==> src/logic/lsiu_pkg.sv <==
// constants shared by the sequence instruction unit and its helpers
// assumes a 100 MHz hclk and byte-addressed AHB-Lite register access at word-aligned offsets
package lsiu_pkg;

    // ********************************************************
    // clock and time base
    // ********************************************************
    localparam int unsigned CLK_PERIOD_NS     = 10;
    localparam int unsigned TIMER_UNIT_NS     = 10_000_000;   // timer counts in 0.01 s
    localparam int unsigned TIMER_TICK_CYCLES = TIMER_UNIT_NS / CLK_PERIOD_NS;

    // ********************************************************
    // data words
    // ********************************************************
    localparam int unsigned NUM_WORDS = 8;
    localparam int unsigned WORD_W    = 16;
    localparam int unsigned IDX_W     = 3;

    // ********************************************************
    // register byte offsets
    // ********************************************************
    localparam logic [7:0] OFS_INPUTS  = 8'h00;
    localparam logic [7:0] OFS_SCAN    = 8'h04;
    localparam logic [7:0] OFS_RANGE   = 8'h08;
    localparam logic [7:0] OFS_CNT_SV  = 8'h0c;
    localparam logic [7:0] OFS_TMR_SV  = 8'h10;
    localparam logic [7:0] OFS_CMP_A   = 8'h14;
    localparam logic [7:0] OFS_CMP_B   = 8'h18;
    localparam logic [7:0] OFS_STATUS  = 8'h1c;
    localparam logic [7:0] OFS_CNT_PV  = 8'h20;
    localparam logic [7:0] OFS_TMR_PV  = 8'h24;
    localparam logic [7:0] OFS_BIT_ADR = 8'h28;
    localparam logic [7:0] OFS_DATA0   = 8'h40;

    // ********************************************************
    // input register fields
    // ********************************************************
    localparam int unsigned IN_LATCH_SET  = 0;
    localparam int unsigned IN_LATCH_RST  = 1;
    localparam int unsigned IN_SHIFT_DATA = 2;
    localparam int unsigned IN_SHIFT_PULS = 3;
    localparam int unsigned IN_SHIFT_RST  = 4;
    localparam int unsigned IN_INCREMENT  = 5;
    localparam int unsigned IN_DECREMENT  = 6;
    localparam int unsigned IN_CNT_RST    = 7;
    localparam int unsigned IN_PULSE      = 8;
    localparam int unsigned IN_TMR_EN     = 9;
    localparam int unsigned IN_STEP_ADV   = 10;
    localparam int unsigned IN_WORD_SHIFT = 11;
    localparam int unsigned IN_W          = 12;

    // range register fields
    localparam int unsigned RANGE_FIRST_LSB = 0;
    localparam int unsigned RANGE_LAST_LSB  = 4;

    // status register fields
    localparam int unsigned ST_LATCH    = 0;
    localparam int unsigned ST_RISE     = 1;
    localparam int unsigned ST_FALL     = 2;
    localparam int unsigned ST_TMR_DONE = 3;
    localparam int unsigned ST_CNT_DONE = 4;
    localparam int unsigned ST_ABOVE    = 5;
    localparam int unsigned ST_SAME     = 6;
    localparam int unsigned ST_BELOW    = 7;
    localparam int unsigned ST_STEP_LSB = 8;

    // ********************************************************
    // reset values and bcd limits
    // ********************************************************
    localparam logic [15:0] CNT_SV_RST   = 16'h0000;
    localparam logic [15:0] TMR_SV_RST   = 16'h0002;
    localparam logic [15:0] CNT_PV_RST   = 16'h0000;
    localparam logic [7:0]  RANGE_RST    = 8'h00;
    localparam logic [3:0]  BCD_NINE     = 4'h9;

    // ********************************************************
    // bit address numbering
    // ********************************************************
    localparam logic [14:0] BITS_PER_WORD_NUM = 15'd100;
    localparam logic [14:0] IO_LAST_BIT       = 15'd23615;
    localparam logic [14:0] SPECIAL_FIRST_BIT = 15'd23700;
    localparam logic [14:0] SPECIAL_LAST_BIT  = 15'd25515;

endpackage

==> src/logic/lsiu_core.sv <==
// sequence and bit-control instruction unit behind an ahb-lite slave
// assumes one bus master, single word transfers, software drives the scan
//
// Operation
// step advance ends step, starts next
// bit shift register across word range
// program keeps first word <= last
// latch bit set and reset inputs
// counter counts on input off-to-on edges
// counter set value 0-9999, reset input
// rising pulse bit on one scan
// falling pulse bit on one scan
// fast timer decrementing on-delay, 0.01 s
// program uses each timer number once
// word shift left, zeros into first
// compare sets above, same, below flags
// bit address: word = number / 100
// latch reset wins over set
// shift on pulse edge, data into bit0
`timescale 1ns/1ps
module lsiu_core
    import lsiu_pkg::*;
#(
    parameter int unsigned TICK_CYCLES = TIMER_TICK_CYCLES
) (
    input  wire logic        hclk,
    input  wire logic        hresetn,
    input  wire logic        hsel,
    input  wire logic [31:0] haddr,
    input  wire logic [1:0]  htrans,
    input  wire logic        hwrite,
    input  wire logic [2:0]  hsize,
    input  wire logic [31:0] hwdata,
    input  wire logic        hready,
    output logic             hreadyout,
    output logic             hresp,
    output logic      [31:0] hrdata
);
    import lsiu_pkg::*;

    // ********************************************************
    // ahb-lite slave
    // ********************************************************
    logic        wr_q;
    logic [7:0]  waddr_q;
    logic [31:0] hrdata_q;
    logic [31:0] rdata;
    wire         accept = hsel && htrans[1] && hready;

    assign hreadyout = 1'b1;
    assign hresp     = 1'b0;
    assign hrdata    = hrdata_q;

    always_ff @(posedge hclk or negedge hresetn) begin
        if (!hresetn) begin
            wr_q     <= 1'b0;
            waddr_q  <= 8'h00;
            hrdata_q <= 32'h0000_0000;
        end else begin
            wr_q     <= accept && hwrite;
            waddr_q  <= haddr[7:0];
            hrdata_q <= (accept && !hwrite) ? rdata : hrdata_q;
        end
    end

    wire wr_inputs = wr_q && (waddr_q == OFS_INPUTS);
    wire scan      = wr_q && (waddr_q == OFS_SCAN);
    wire wr_range  = wr_q && (waddr_q == OFS_RANGE);
    wire wr_cnt_sv = wr_q && (waddr_q == OFS_CNT_SV);
    wire wr_tmr_sv = wr_q && (waddr_q == OFS_TMR_SV);
    wire wr_cmp_a  = wr_q && (waddr_q == OFS_CMP_A);
    wire wr_cmp_b  = wr_q && (waddr_q == OFS_CMP_B);
    wire wr_bitadr = wr_q && (waddr_q == OFS_BIT_ADR);

    // ********************************************************
    // software registers
    // ********************************************************
    logic [IN_W-1:0]    inputs_q;
    logic [IDX_W-1:0]   first_q;
    logic [IDX_W-1:0]   last_q;
    logic [15:0]        cnt_sv_q;
    logic [15:0]        tmr_sv_q;
    logic [15:0]        cmp_a_q;
    logic [15:0]        cmp_b_q;
    logic [14:0]        bit_adr_q;
    logic [15:0]        scan_count_q;

    always_ff @(posedge hclk or negedge hresetn) begin
        if (!hresetn) begin
            inputs_q     <= '0;
            first_q      <= RANGE_RST[RANGE_FIRST_LSB +: IDX_W];
            last_q       <= RANGE_RST[RANGE_LAST_LSB +: IDX_W];
            cnt_sv_q     <= CNT_SV_RST;
            tmr_sv_q     <= TMR_SV_RST;
            cmp_a_q      <= 16'h0000;
            cmp_b_q      <= 16'h0000;
            bit_adr_q    <= 15'h0000;
            scan_count_q <= 16'h0000;
        end else begin
            if (wr_inputs) inputs_q  <= hwdata[IN_W-1:0];
            if (wr_range) begin
                first_q <= hwdata[RANGE_FIRST_LSB +: IDX_W];
                last_q  <= hwdata[RANGE_LAST_LSB +: IDX_W];
            end
            if (wr_cnt_sv) cnt_sv_q  <= hwdata[15:0];
            if (wr_tmr_sv) tmr_sv_q  <= hwdata[15:0];
            if (wr_cmp_a)  cmp_a_q   <= hwdata[15:0];
            if (wr_cmp_b)  cmp_b_q   <= hwdata[15:0];
            if (wr_bitadr) bit_adr_q <= hwdata[14:0];
            if (scan)      scan_count_q <= scan_count_q + 16'h0001;
        end
    end

    // ********************************************************
    // per-scan edges of pulse-type inputs
    // ********************************************************
    logic [3:0] edge_rise;
    logic [3:0] edge_fall;

    lsiu_edge #(.W(4)) u_edge (
        .hclk    (hclk),
        .hresetn (hresetn),
        .sample  (scan),
        .din     ({inputs_q[IN_PULSE], inputs_q[IN_DECREMENT],
                   inputs_q[IN_INCREMENT], inputs_q[IN_SHIFT_PULS]}),
        .rise    (edge_rise),
        .fall    (edge_fall)
    );

    wire shift_edge = edge_rise[0];
    wire inc_edge   = edge_rise[1];
    wire dec_edge   = edge_rise[2];
    wire pulse_rise = edge_rise[3];
    wire pulse_fall = edge_fall[3];

    // ********************************************************
    // scan-evaluated bits: latch, pulses, step, compare
    // ********************************************************
    logic       latch_q;
    logic       rise_q;
    logic       fall_q;
    logic [7:0] step_q;
    logic       above_q;
    logic       same_q;
    logic       below_q;
    logic       pulse_seen_q;

    wire latch_set = inputs_q[IN_LATCH_SET];
    wire latch_rst = inputs_q[IN_LATCH_RST];
    wire step_adv  = inputs_q[IN_STEP_ADV];
    always_ff @(posedge hclk or negedge hresetn) begin
        if (!hresetn) begin
            latch_q <= 1'b0;
            rise_q  <= 1'b0;
            fall_q  <= 1'b0;
            step_q  <= 8'h00;
            above_q <= 1'b0;
            same_q  <= 1'b0;
            below_q <= 1'b0;
            pulse_seen_q <= 1'b0;
        end else if (scan) begin
            // reset is tested first so a same-scan set cannot turn the bit on
            if (latch_rst) latch_q <= 1'b0;
            else if (latch_set) latch_q <= 1'b1;
            rise_q  <= pulse_rise;
            fall_q  <= pulse_fall;
            if (step_adv) step_q <= step_q + 8'h01;
            above_q <= cmp_a_q > cmp_b_q;
            same_q  <= cmp_a_q == cmp_b_q;
            below_q <= cmp_a_q < cmp_b_q;
            pulse_seen_q <= inputs_q[IN_PULSE];   // kept apart from the edge detector
        end
    end

    chk_latch_rst_wins: assert property (@(posedge hclk) disable iff (!hresetn)
        scan && latch_rst |=> !latch_q)
        else $error("latch on after reset input");
    chk_latch_set_on: assert property (@(posedge hclk) disable iff (!hresetn)
        scan && latch_set && !latch_rst |=> latch_q ##1 (latch_q || $past(scan)))
        else $error("latch not set");
    chk_rise_one_scan: assert property (@(posedge hclk) disable iff (!hresetn)
        rise_q && scan && !pulse_rise |=> !rise_q)
        else $error("rising pulse longer than one scan");
    chk_fall_on_edge: assert property (@(posedge hclk) disable iff (!hresetn)
        scan && pulse_seen_q && !inputs_q[IN_PULSE] |=> fall_q)
        else $error("falling pulse missing");
    chk_step_next: assert property (@(posedge hclk) disable iff (!hresetn)
        scan && step_adv |=> step_q == $past(step_q) + 8'h01)
        else $error("step did not advance");
    chk_compare_flags: assert property (@(posedge hclk) disable iff (!hresetn)
        scan |=> (above_q == ($past(cmp_a_q) > $past(cmp_b_q)))
                 && (above_q + same_q + below_q == 2'd1))
        else $error("compare flags wrong");

    // ********************************************************
    // updown counter
    // ********************************************************
    logic [15:0] cnt_pv;
    wire         cnt_rst = inputs_q[IN_CNT_RST];

    lsiu_bcd_cnt u_counter (
        .hclk       (hclk),
        .hresetn    (hresetn),
        .load       (scan && cnt_rst),
        .load_value (CNT_PV_RST),
        .up         (scan && !cnt_rst && inc_edge),
        .down       (scan && !cnt_rst && dec_edge),
        .count      (cnt_pv)
    );

    wire cnt_done = (cnt_pv == cnt_sv_q);

    chk_cnt_reset: assert property (@(posedge hclk) disable iff (!hresetn)
        scan && cnt_rst |=> cnt_pv == CNT_PV_RST)
        else $error("counter not cleared by reset input");
    chk_cnt_moves: assert property (@(posedge hclk) disable iff (!hresetn)
        scan && !cnt_rst && (inc_edge != dec_edge) |=> cnt_pv != $past(cnt_pv))
        else $error("counter ignored an edge");

    // ********************************************************
    // fast delay timer, counts down in 0.01 s ticks
    // ********************************************************
    logic [31:0] tick_cnt_q;
    logic [15:0] tmr_pv;
    wire         tmr_en   = inputs_q[IN_TMR_EN];
    wire         tick     = tmr_en && (tick_cnt_q == TICK_CYCLES - 1);
    wire         tmr_zero = (tmr_pv == 16'h0000);
    wire         tmr_done = tmr_en && tmr_zero;

    always_ff @(posedge hclk or negedge hresetn) begin
        if (!hresetn) begin
            tick_cnt_q <= 32'h0000_0000;
        end else if (!tmr_en || tick) begin
            tick_cnt_q <= 32'h0000_0000;
        end else begin
            tick_cnt_q <= tick_cnt_q + 32'h0000_0001;
        end
    end

    // an idle timer keeps reloading, so a new set value applies at the next start
    lsiu_bcd_cnt u_timer (
        .hclk       (hclk),
        .hresetn    (hresetn),
        .load       (!tmr_en),
        .load_value (tmr_sv_q),
        .up         (1'b0),
        .down       (tmr_en && tick && !tmr_zero),
        .count      (tmr_pv)
    );

    chk_timer_reload: assert property (@(posedge hclk) disable iff (!hresetn)
        !tmr_en |=> tmr_pv == $past(tmr_sv_q))
        else $error("idle timer not at set value");

    // ********************************************************
    // data words: bit shift and word shift over first..last
    // ********************************************************
    logic [WORD_W-1:0] data_q [NUM_WORDS];
    logic [WORD_W-1:0] data_d [NUM_WORDS];
    wire range_ok   = (first_q <= last_q);
    wire shift_rst  = scan && inputs_q[IN_SHIFT_RST];
    wire bit_shift  = scan && !inputs_q[IN_SHIFT_RST] && shift_edge;
    wire word_shift = scan && inputs_q[IN_WORD_SHIFT];
    wire wr_data    = wr_q && (waddr_q[7:5] == OFS_DATA0[7:5]);

    genvar i;
    generate
        for (i = 0; i < NUM_WORDS; i++) begin : g_word
            wire               in_range = range_ok && (i >= first_q) && (i <= last_q);
            wire               is_first = (i == first_q);
            wire               carry_in;
            wire [WORD_W-1:0]  prev_word;
            if (i == 0) begin : g_lo
                assign carry_in  = 1'b0;
                assign prev_word = '0;
            end else begin : g_up
                assign carry_in  = data_q[i-1][WORD_W-1];
                assign prev_word = data_q[i-1];
            end
            wire [WORD_W-1:0] bit_next =
                {data_q[i][WORD_W-2:0], is_first ? inputs_q[IN_SHIFT_DATA] : carry_in};
            wire [WORD_W-1:0] word_next = is_first ? '0 : prev_word;
            assign data_d[i] =
                (wr_data && waddr_q[4:2] == i) ? hwdata[WORD_W-1:0] :
                (shift_rst && in_range)        ? '0 :
                (bit_shift && in_range)        ? bit_next :    // see R2
                (word_shift && in_range)       ? word_next :
                data_q[i];
        end
    endgenerate

    always_ff @(posedge hclk or negedge hresetn) begin
        if (!hresetn) begin
            for (int k = 0; k < NUM_WORDS; k++) data_q[k] <= '0;
        end else begin
            for (int k = 0; k < NUM_WORDS; k++) data_q[k] <= data_d[k];
        end
    end

    chk_word_shift_zero: assert property (@(posedge hclk) disable iff (!hresetn)
        word_shift && !bit_shift && !shift_rst && range_ok |=> data_q[$past(first_q)] == '0)
        else $error("first word not zeroed by word shift");
    chk_bit_shift_in: assert property (@(posedge hclk) disable iff (!hresetn)
        bit_shift && range_ok |=> data_q[$past(first_q)][0] == $past(inputs_q[IN_SHIFT_DATA]))
        else $error("shift data not taken into bit 0");

    // ********************************************************
    // decimal bit address probe
    // ********************************************************
    wire [14:0] probe_word = bit_adr_q / BITS_PER_WORD_NUM;
    wire [14:0] probe_bit  = bit_adr_q % BITS_PER_WORD_NUM;
    wire        probe_io   = (bit_adr_q <= IO_LAST_BIT);
    wire        probe_spec = (bit_adr_q >= SPECIAL_FIRST_BIT) &&
                             (bit_adr_q <= SPECIAL_LAST_BIT);
    wire        probe_ok   = (probe_bit < 15'd16);
    wire        probe_val  = probe_ok && (probe_word < 15'(NUM_WORDS)) &&
                             data_q[probe_word[IDX_W-1:0]][probe_bit[3:0]];

    // ********************************************************
    // read mux
    // ********************************************************
    wire [15:0] status = {step_q, below_q, same_q, above_q, cnt_done, tmr_done,
                          fall_q, rise_q, latch_q};
    wire [7:0]  raddr  = haddr[7:0];

    assign rdata =
        (raddr == OFS_INPUTS)          ? {20'h00000, inputs_q} :
        (raddr == OFS_SCAN)            ? {16'h0000, scan_count_q} :
        (raddr == OFS_RANGE)           ? {24'h000000, 1'b0, last_q, 1'b0, first_q} :
        (raddr == OFS_CNT_SV)          ? {16'h0000, cnt_sv_q} :
        (raddr == OFS_TMR_SV)          ? {16'h0000, tmr_sv_q} :
        (raddr == OFS_CMP_A)           ? {16'h0000, cmp_a_q} :
        (raddr == OFS_CMP_B)           ? {16'h0000, cmp_b_q} :
        (raddr == OFS_STATUS)          ? {16'h0000, status} :
        (raddr == OFS_CNT_PV)          ? {16'h0000, cnt_pv} :
        (raddr == OFS_TMR_PV)          ? {16'h0000, tmr_pv} :
        (raddr == OFS_BIT_ADR)         ? {12'h000, probe_val, probe_ok, probe_spec,
                                          probe_io, 1'b0, bit_adr_q} :
        (raddr[7:5] == OFS_DATA0[7:5]) ? {16'h0000, data_q[raddr[4:2]]} :
        32'h0000_0000;
endmodule

==> src/logic/lsiu_edge.sv <==
// per-scan edge detector for a group of input bits
// assumes sample is a one-cycle scan strobe
`timescale 1ns/1ps
module lsiu_edge #(
    parameter int unsigned W = 4
) (
    input  wire logic         hclk,
    input  wire logic         hresetn,
    input  wire logic         sample,
    input  wire logic [W-1:0] din,
    output logic      [W-1:0] rise,
    output logic      [W-1:0] fall
);
    logic [W-1:0] prev_q;

    // edges are judged against the value seen at the previous scan only
    assign rise = {W{sample}} & din & ~prev_q;
    assign fall = {W{sample}} & ~din & prev_q;

    always_ff @(posedge hclk or negedge hresetn) begin
        if (!hresetn) begin
            prev_q <= '0;
        end else if (sample) begin
            prev_q <= din;
        end
    end
endmodule

==> src/logic/lsiu_bcd_cnt.sv <==
// four-digit bcd up/down counter with load, wrapping 9999 <-> 0000
// assumes up and down are one-cycle strobes; both together hold the count
`timescale 1ns/1ps
module lsiu_bcd_cnt
    import lsiu_pkg::*;
(
    input  wire logic        hclk,
    input  wire logic        hresetn,
    input  wire logic        load,
    input  wire logic [15:0] load_value,
    input  wire logic        up,
    input  wire logic        down,
    output logic      [15:0] count
);
    logic [15:0] count_d;
    logic [4:0]  carry;

    assign carry[0] = up ^ down;

    genvar g;
    generate
        for (g = 0; g < 4; g++) begin : g_digit
            logic [3:0] dig;
            logic [3:0] inc;
            logic [3:0] dec;
            assign dig = count[4*g +: 4];
            assign inc = (dig == BCD_NINE) ? 4'h0 : dig + 4'h1;
            assign dec = (dig == 4'h0) ? BCD_NINE : dig - 4'h1;
            assign carry[g+1] = carry[g] & (up ? (dig == BCD_NINE) : (dig == 4'h0));
            assign count_d[4*g +: 4] = !carry[g] ? dig : (up ? inc : dec);
        end
    endgenerate

    always_ff @(posedge hclk or negedge hresetn) begin
        if (!hresetn) begin
            count <= CNT_PV_RST;
        end else if (load) begin
            count <= load_value;
        end else begin
            count <= count_d;
        end
    end
endmodule

==> config.mk <==
export PLATFORM = sky130hd
export DESIGN_NAME = lsiu_core
export DESIGN_NICKNAME = d
export VERILOG_FILES = /design/src/logic/lsiu_pkg.sv /design/src/logic/lsiu_core.sv /design/src/logic/lsiu_edge.sv /design/src/logic/lsiu_bcd_cnt.sv
export SDC_FILE = /design/constraint.sdc
export NUM_CORES = 1
export LEC_CHECK = 0
export BUFFER_PORTS_ARGS = -buffer_cell sky130_fd_sc_hd__buf_2
export CAP_MARGIN = 20
export CORE_MARGIN = 2
export CORE_UTILIZATION = 31
export CTS_CLUSTER_SIZE = 30
export DETAILED_ROUTE_END_ITERATION = 16
export GPL_TIMING_DRIVEN = 0
export SLEW_MARGIN = 30
export SYNTH_ARGS = -nofsm -noshare
export SYNTH_HDL_FRONTEND = slang
export SYNTH_SLANG_ARGS = --single-unit
==> constraint.sdc <==
create_clock -name hclk -period 8.4 [get_ports hclk]
set_clock_uncertainty 0.05 [all_clocks]
set_input_delay 0.84 -clock hclk [delete_from_list [all_inputs] [get_ports hclk]]
set_output_delay 0.84 -clock hclk [all_outputs]
set_load 0.01 [all_outputs]
# Word-level counts from Yosys, hierarchy flattened
# Index checks and enable logic that the tools add are counted.
dict set report word_totals {
  regBits 364
  input_bits 74
  elab_cells 345
}
dict set report classes {
  n_addsub 15
  div_mod_pow 2
  n_lt_le_gt_ge 25
  n_eq_ne 44
  mux 99
  bitwise_logic 15
  reduce_logical 108
}
# cell count
set op_table {}
lappend op_table {{16-bit two-way mux} 46}
lappend op_table {{20-bit two-way mux} 11}
lappend op_table {{16-bit binary-select mux with 3-bit select} 2}
lappend op_table {{4-bit two-way mux} 24}
lappend op_table {{1-bit logical AND} 74}
lappend op_table {{8-bit by 5-bit == test with 1-bit output (second input constant)} 7}
lappend op_table {{32-bit by 1-bit adder with 32-bit output (second input constant)} 1}
lappend op_table {{16-bit == test} 2}
lappend op_table {{32-bit by 20-bit == test with 1-bit output (second input constant)} 1}
lappend op_table {{8-bit by 4-bit == test with 1-bit output (second input constant)} 4}
lappend op_table {{8-bit by 6-bit == test with 1-bit output (second input constant)} 4}
lappend op_table {{4-bit zero test} 8}
lappend op_table {{32-bit two-way mux} 1}
lappend op_table {{4-bit nonzero test} 8}
lappend op_table {{4-bit by 1-bit subtractor with 4-bit output (second input constant)} 8}
lappend op_table {{15-bit less-or-equal comparator (second input constant)} 2}
lappend op_table {{16-bit by 1-bit adder with 16-bit output (second input constant)} 1}
lappend op_table {{4-bit by 1-bit adder with 4-bit output (second input constant)} 4}
lappend op_table {{4-bit bitwise AND} 4}
lappend op_table {{4-bit == test (second input constant)} 4}
lappend op_table {{8-bit by 3-bit == test with 1-bit output (second input constant)} 2}
lappend op_table {{16-bit > comparator} 1}
lappend op_table {{16-bit zero test} 1}
lappend op_table {{8-bit zero test} 2}
lappend op_table {{other kinds (34)} 86}

# Depth between registers and ports, before layout
dict set report logic_depth {
  depth_word 19
  mapped_depth 29
}

# By module
# From an unflattened synthesis, not the netlist that was laid out.
dict set report unflattened {
  cells_unflattened 2964
  hier_area_um2 24658.6
}
# mod instances cells_per_inst area_per_inst_um2 seq_area_each_um2
set by_module_without_submodules {}
lappend by_module_without_submodules {lsiu_core 1 2571 21496.9 7908.8}
lappend by_module_without_submodules {lsiu_bcd_cnt 2 188 1460.2 400.4}
lappend by_module_without_submodules {lsiu_edge 1 17 241.5 100.1}

# Least setup slack after synthesis
# No wires, ideal clock.
dict set report synth_timing {
  kind {reg-to-reg}
  start {register bit_adr_q[12]}
  end {register hrdata_q[19], in the netlist hrdata[19]}
  arrival_ns 5.889
  required_time_ns 8.215
  setup_slack_ns 2.326
  stages_incl_launch_ff 24
  n_path_buf 2
  synth_period_minus_slack_ns 6.074
  cell_sequence {dfrtp_1 -> buf_2 -> or2b_1 -> a311oi_1 -> o2111ai_1 -> o2111a_1 -> a21oi_1 -> mux2i_1 -> o311ai_0 -> a41o_1 -> and3_1 -> o22ai_1 -> a21boi_2 -> a21oi_4 -> mux2_2 -> nor3_2 -> o211ai_2 -> o21ai_4 -> buf_6 -> mux2_2 -> a311oi_1 -> o211ai_1 -> a211oi_1 -> a311oi_1}
}
dict set report synth_between {
  elab_chain_len 19
}
# item line_no
set synth_rtl {}
lappend synth_rtl {{from (decl)} lsiu_core.sv:85} ;# logic [14:0] bit_adr_q;
lappend synth_rtl {{from (signal assigned)} lsiu_core.sv:109} ;# if (wr_bitadr) bit_adr_q <= hwdata[14:0];
lappend synth_rtl {{15-bit by 7-bit divider with 15-bit output} lsiu_core.sv:310} ;# wire [14:0] probe_word = bit_adr_q / BITS_PER_WORD_NUM;
lappend synth_rtl {{3-bit inverter with 4-bit output (implied by the code)} lsiu_core.sv:317} ;# data_q[probe_word[IDX_W-1:0]][probe_bit[3:0]];
lappend synth_rtl {{16-bit binary-select mux with 3-bit select} lsiu_core.sv:317}
lappend synth_rtl {{16-bit two-way mux (implied by the code) (2 in series)} lsiu_core.sv:317}
lappend synth_rtl {{1-bit binary-select mux with 4-bit select} lsiu_core.sv:317}
lappend synth_rtl {{1-bit two-way mux (implied by the code)} lsiu_core.sv:317}
lappend synth_rtl {{1-bit logical AND *} lsiu_core.sv:316} ;# wire probe_val = probe_ok && (probe_word < 15'(NUM_WORDS)) &&
lappend synth_rtl {{20-bit two-way mux *} lsiu_core.sv:337} ;# (raddr == OFS_BIT_ADR) ? {12'h000, probe_val, probe_ok, probe_spec,
lappend synth_rtl {{[... 2 more ...]} --}
lappend synth_rtl {{20-bit two-way mux *} lsiu_core.sv:334} ;# (raddr == OFS_STATUS) ? {16'h0000, status} :
lappend synth_rtl {{20-bit two-way mux *} lsiu_core.sv:333} ;# (raddr == OFS_CMP_B) ? {16'h0000, cmp_b_q} :
lappend synth_rtl {{20-bit two-way mux *} lsiu_core.sv:332} ;# (raddr == OFS_CMP_A) ? {16'h0000, cmp_a_q} :
lappend synth_rtl {{20-bit two-way mux *} lsiu_core.sv:331} ;# (raddr == OFS_TMR_SV) ? {16'h0000, tmr_sv_q} :
lappend synth_rtl {{20-bit two-way mux *} lsiu_core.sv:330} ;# (raddr == OFS_CNT_SV) ? {16'h0000, cnt_sv_q} :
lappend synth_rtl {{20-bit two-way mux *} lsiu_core.sv:329} ;# (raddr == OFS_RANGE) ? {24'h000000, 1'b0, last_q, 1'b0, first_q} :
lappend synth_rtl {{20-bit two-way mux *} lsiu_core.sv:328} ;# (raddr == OFS_SCAN) ? {16'h0000, scan_count_q} :
lappend synth_rtl {{20-bit two-way mux *} lsiu_core.sv:327} ;# (raddr == OFS_INPUTS) ? {20'h00000, inputs_q} :
lappend synth_rtl {{to (signal assigned)} lsiu_core.sv:62} ;# hrdata_q <= (accept && !hwrite) ? rdata : hrdata_q;
lappend synth_rtl {{to (decl)} lsiu_core.sv:46} ;# logic [31:0] hrdata_q;
# Every way passes the cells marked *; elsewhere a longest branch is shown, timed or not. The select of a mux whose other input is x is not followed.
# A chain may end at the register's enable or synchronous reset.

# Worst setup path in the final report
# Ends and elaborated chain as after synthesis.

==> metrics.md <==
| Metric | Value |
|---|---|
| Run status | complete, no violations |
| Number of buffers created by CTS | 42 |
| H-tree depth | 2 |
| Post-synthesis adder-cell area fraction | 0.0190 |
| Final Cycle Share | 0.949 |
| Cells after Synth | 2,751 |
| Critical Path Max Stage Delay | 0.60 ns |
| Final Max Slew Viols | 0 |
| CP startpoint kind | flip-flop |
| F_max | 125 MHz |
| First-pass GRT wire length | 138 mm |
| Die Span X | 279 µm |
| Port Buffers | 49 |
| Via density | 5.87 |
| Mux share of post-synthesis cell area | 0.103 |
| Worst-Skew Late Latency | 0.60 ns |
| Cell area after layout | 26,600 µm² |
| Clock Sink Count | 352 |
| Grt met1 use | 0.309 |
| Worst-margin pin slew | 1.12 ns |
| Clock Path Buffers | 3 |
| Critical path's top delay family | compound AO/OA/AOI/OAI gates |
| Final #Nets | 2,968 |
| XOR/XNOR Fraction of Synth Area | 0.0291 |
| Post-route setup TNS | 0 ns |
| Busiest layer in global routing | met2 |
| Detail Placement HPWL | 68.8 mm |
| Normalized max-slew margin | 0.255 |
| Met2 Resource Use GR | 0.350 |
| Grt ovf | 0 |
| Iter 0 DRT Violations | 2,695 |
| Vias | 22.7k |
| Placed cell area | 25,100 µm² |
| Die H | 279 µm |
| Crit path cell chain | buf_2, or2b_1, a311oi_1, o2111ai_1, o2111a_1, a21oi_1, mux2i_2, o311ai_0, a41o_1, a21oi_2, o2bb2ai_1, a21boi_2, a21o_1, clkbuf_1, o221ai_1, nor3_2, o211ai_2, o21ai_4, buf_4, nand2_1, a32o_1, nor4_1, a211oi_1, a311oi_1 |
| Crit. End Element | flip-flop |
| Synth Area in Compound Gates | 0.238 |
| Unrepaired setup endpoints after global routing | no |
| Synth unique cells | 106 |
| Peak fanout along the critical path | 10 |
| PD cells | 215 nW/µm² |
| CP arrival | 8.36 ns |
| CTS root buf | clkbuf_16 |
| Die ar. | 78,000 µm² |
| Largest net degree at the start of global routing | 87 |
| Starting Density | 0.315 |
| Fraction of layout cells with a size suffix above 1 | 0.126 |
| YS warnings | 0 |
| Post-Syn Area | 23,500 µm² |
| Cell Rows | 100 |
| Leakage | 11.1 nW |
| Synth Register Bits | 352 |
| Vias in the first global route | 21.4k |
| Core area | 74,700 µm² |
| Clk slew on worst S/H paths | 0.06 ns |
| VDD IR-drop max | 0.155 mV |
| Critical path's slowest cell | nor4_1 |
| Reg2reg path depth | 24 |
| CTS tree | built |
| Synth Area in Simple Gates | 0.182 |
| Number of enable flip-flop cells after synthesis | 0 |
| Drt total wl | 90.9 mm |
| Routed Antenna Nets | 0 |
| Largest family of logic cells by synthesized area | compound AO/OA/AOI/OAI gates |
| Detailed Routing Iterations Pass 1 | 9 |
| Maxcap violations | 0 |
| Most used DFF post-synth | dfrtp_1 |
| Io pins | 108 |
| Cell depth of the worst setup path | 24 |
| Setup CP Type | reg2reg |
| Initial antenna violation count | 5 |
| Post-synth ARST share | 1.00 |
| Avg WL per Cell | 23.5 µm |
| Final hold vios | 0 |
| CP required | 8.79 ns |
| Gr usage total | 0.231 |
| Worst hold path class | in2async |
| Gp weighted congestion | 1.04 |
| CP dominant cell by count | a311oi_1 |
| Syn_area_per_cell | 8.54 µm² |
| # DRC | 0 |
| Post-synthesis sequential area ratio | 0.375 |
| Buf+Inv Stages, Crit Path | 3 |
| Finish-stage setup viols | 0 |
| Crit path time final | 7.98 ns |
| Met3 layer usage reported by global route | 0.0532 |
| Area growth from synthesis to layout | 13.1% |
## worst paths after layout
check / start / to / slack [ns]
worst min register to register: inputs_q[1]$_DFFE_PN0P_ / latch_q$_DFFE_PN0P_ / 0.42
worst max register to register: bit_adr_q[12]$_DFFE_PN0P_ / hrdata[19]$_DFFE_PN0P_ / 0.42
max in group asynchronous: hresetn / g_word[6].prev_word[7]$_DFFE_PN0P_ / 6.95
worst min-delay path: hresetn / bit_adr_q[13]$_DFFE_PN0P_ / 0.15
worst max-delay path: bit_adr_q[12]$_DFFE_PN0P_ / hrdata[19]$_DFFE_PN0P_ / 0.42
min in group hclk: haddr[2] / waddr_q[2]$_DFF_PN0_ / 0.32
## timing repair
action                                  4_1_cts  5_1_grt
endpoints found under the setup margin        0        1
endpoints found under the hold margin         0        0
gates resized for setup                       0        2
hold buffers                                  0        0
buffers inserted                              0        0
## placed cells by master, fill, tap and decap left out, types with 19 or more instances in the layout
master / instances
clkbuf_1: 164
ha_1: 34
clkbuf_16: 42
a221oi_1: 19
mux2_2: 117
inv_1: 85
buf_4: 19
mux2i_1: 22
nand3_1: 167
nor3_1: 38
o21ai_0: 139
a31oi_1: 25
nand2_1: 330
a222oi_1: 26
a22oi_1: 35
xor2_1: 43
o211ai_1: 41
mux4_2: 32
buf_2: 57
a21oi_1: 347
dfrtp_1: 351
nand2b_1: 19
nor4_1: 23
xnor2_1: 35
nor2_1: 255
a211oi_1: 26
## per-stage QoR
| stage | hold slack, ns | power (mW) | utilization | setup slack [ns] | std cells |
|---|---|---|---|---|---|
| floorplan | 0.385 | 3.15 | - | 2.33 | 2763 |
| global placement | 0.403 | 3.78 | 0.335 | -0.873 | 3781 |
| detailed placement | 0.411 | 3.77 | 0.337 | 0.565 | 3785 |
| CTS | 0.192 | 5.67 | 0.355 | 0.543 | 3860 |
| global route | 0.209 | 5.94 | 0.356 | 0.0362 | 3860 |
| finish | 0.152 | 5.72 | 0.356 | 0.424 | 3864 |
## logic make-up after synthesis
logic type,Yosys count
and+or+nand+nor,949
AOI/OAI and AO/OA,860
DFF,352
buffers and inverters,296
muxes,178
xor gates and xnor gates,78
adders and majority gates,36
other,2
## synthesized netlist by cell type (23+ instances only)
master    count  area (µm²)
dfrtp_1     351        8780
a21oi_1     347        1740
nand2_1     330        1240
nor2_1      256         961
nand3_1     167         836
clkbuf_1    166         623
o21ai_0     139         696
mux2_2      117        1320
inv_1        85         319
xor2_1       43         377
o211ai_1     41         308
nor3_1       40         200
a22oi_1      35         263
xnor2_1      35         307
ha_1         34         425
mux4_2       32         721
a211oi_1     26         195
a222oi_1     26         260
a31oi_1      25         156
mux2i_1      23         230
nor4_1       23         144
## where the power goes
part | switching, mW | internal (mW)
clock | 0.796 | 1.09
sequential | 0.0765 | 1.75
combinational | 1.33 | 0.681
## registers in the layout (all words and copies together), names as in the netlist, 3 cells and up
| name | flops |
|---|---|
| g_word.prev_word | 112 |
| tick_cnt_q | 32 |
| hrdata | 20 |
| cmp_a_q | 16 |
| cmp_b_q | 16 |
| cnt_sv_q | 16 |
| data_q | 16 |
| scan_count_q | 16 |
| tmr_sv_q | 16 |
| u_counter.count | 16 |
| u_timer.count | 16 |
| bit_adr_q | 15 |
| inputs_q | 12 |
| step_q | 8 |
| waddr_q | 8 |
| u_edge.prev_q | 4 |
| first_q | 3 |
| last_q | 3 |
## worst reg2reg max path: stages, from the launching register on
cell and delay [ns]:
dfrtp_1 0.40, buf_2 0.19, or2b_1 0.29, a311oi_1 0.33, o2111ai_1 0.34, o2111a_1 0.29, a21oi_1 0.35, mux2i_2 0.52
o311ai_0 0.22, a41o_1 0.30, a21oi_2 0.32, o2bb2ai_1 0.26, a21boi_2 0.35, a21o_1 0.16, clkbuf_1 0.54, o221ai_1 0.24
nor3_2 0.20, o211ai_2 0.22, o21ai_4 0.50, buf_4 0.32, nand2_1 0.08, a32o_1 0.27, nor4_1 0.60, a211oi_1 0.10
a311oi_1 0.41
## layout make-up
cell class / instances / area [µm²]
Timing Repair Buffer: 53 / 365
Buffer: 210 / 936
Multi-Input combinational cell: 2115 / 13500
Fill cell: 7788 / 48100
Sequential cell: 352 / 8810
Tap cell: 969 / 1210
Clock buffer: 61 / 1230
Inverter: 86 / 323
Antenna cell: 4 / 10.0
Clock inverter: 14 / 174
## metal layers
metal / part of all wire / wire length [µm]
met1: 0.42 / 38300
met2: 0.43 / 39400
met3: 0.089 / 8100
met4: 0.056 / 5090
met5: 0.00029 / 26
No activity file was read; power rests on OpenSTA's default activity.
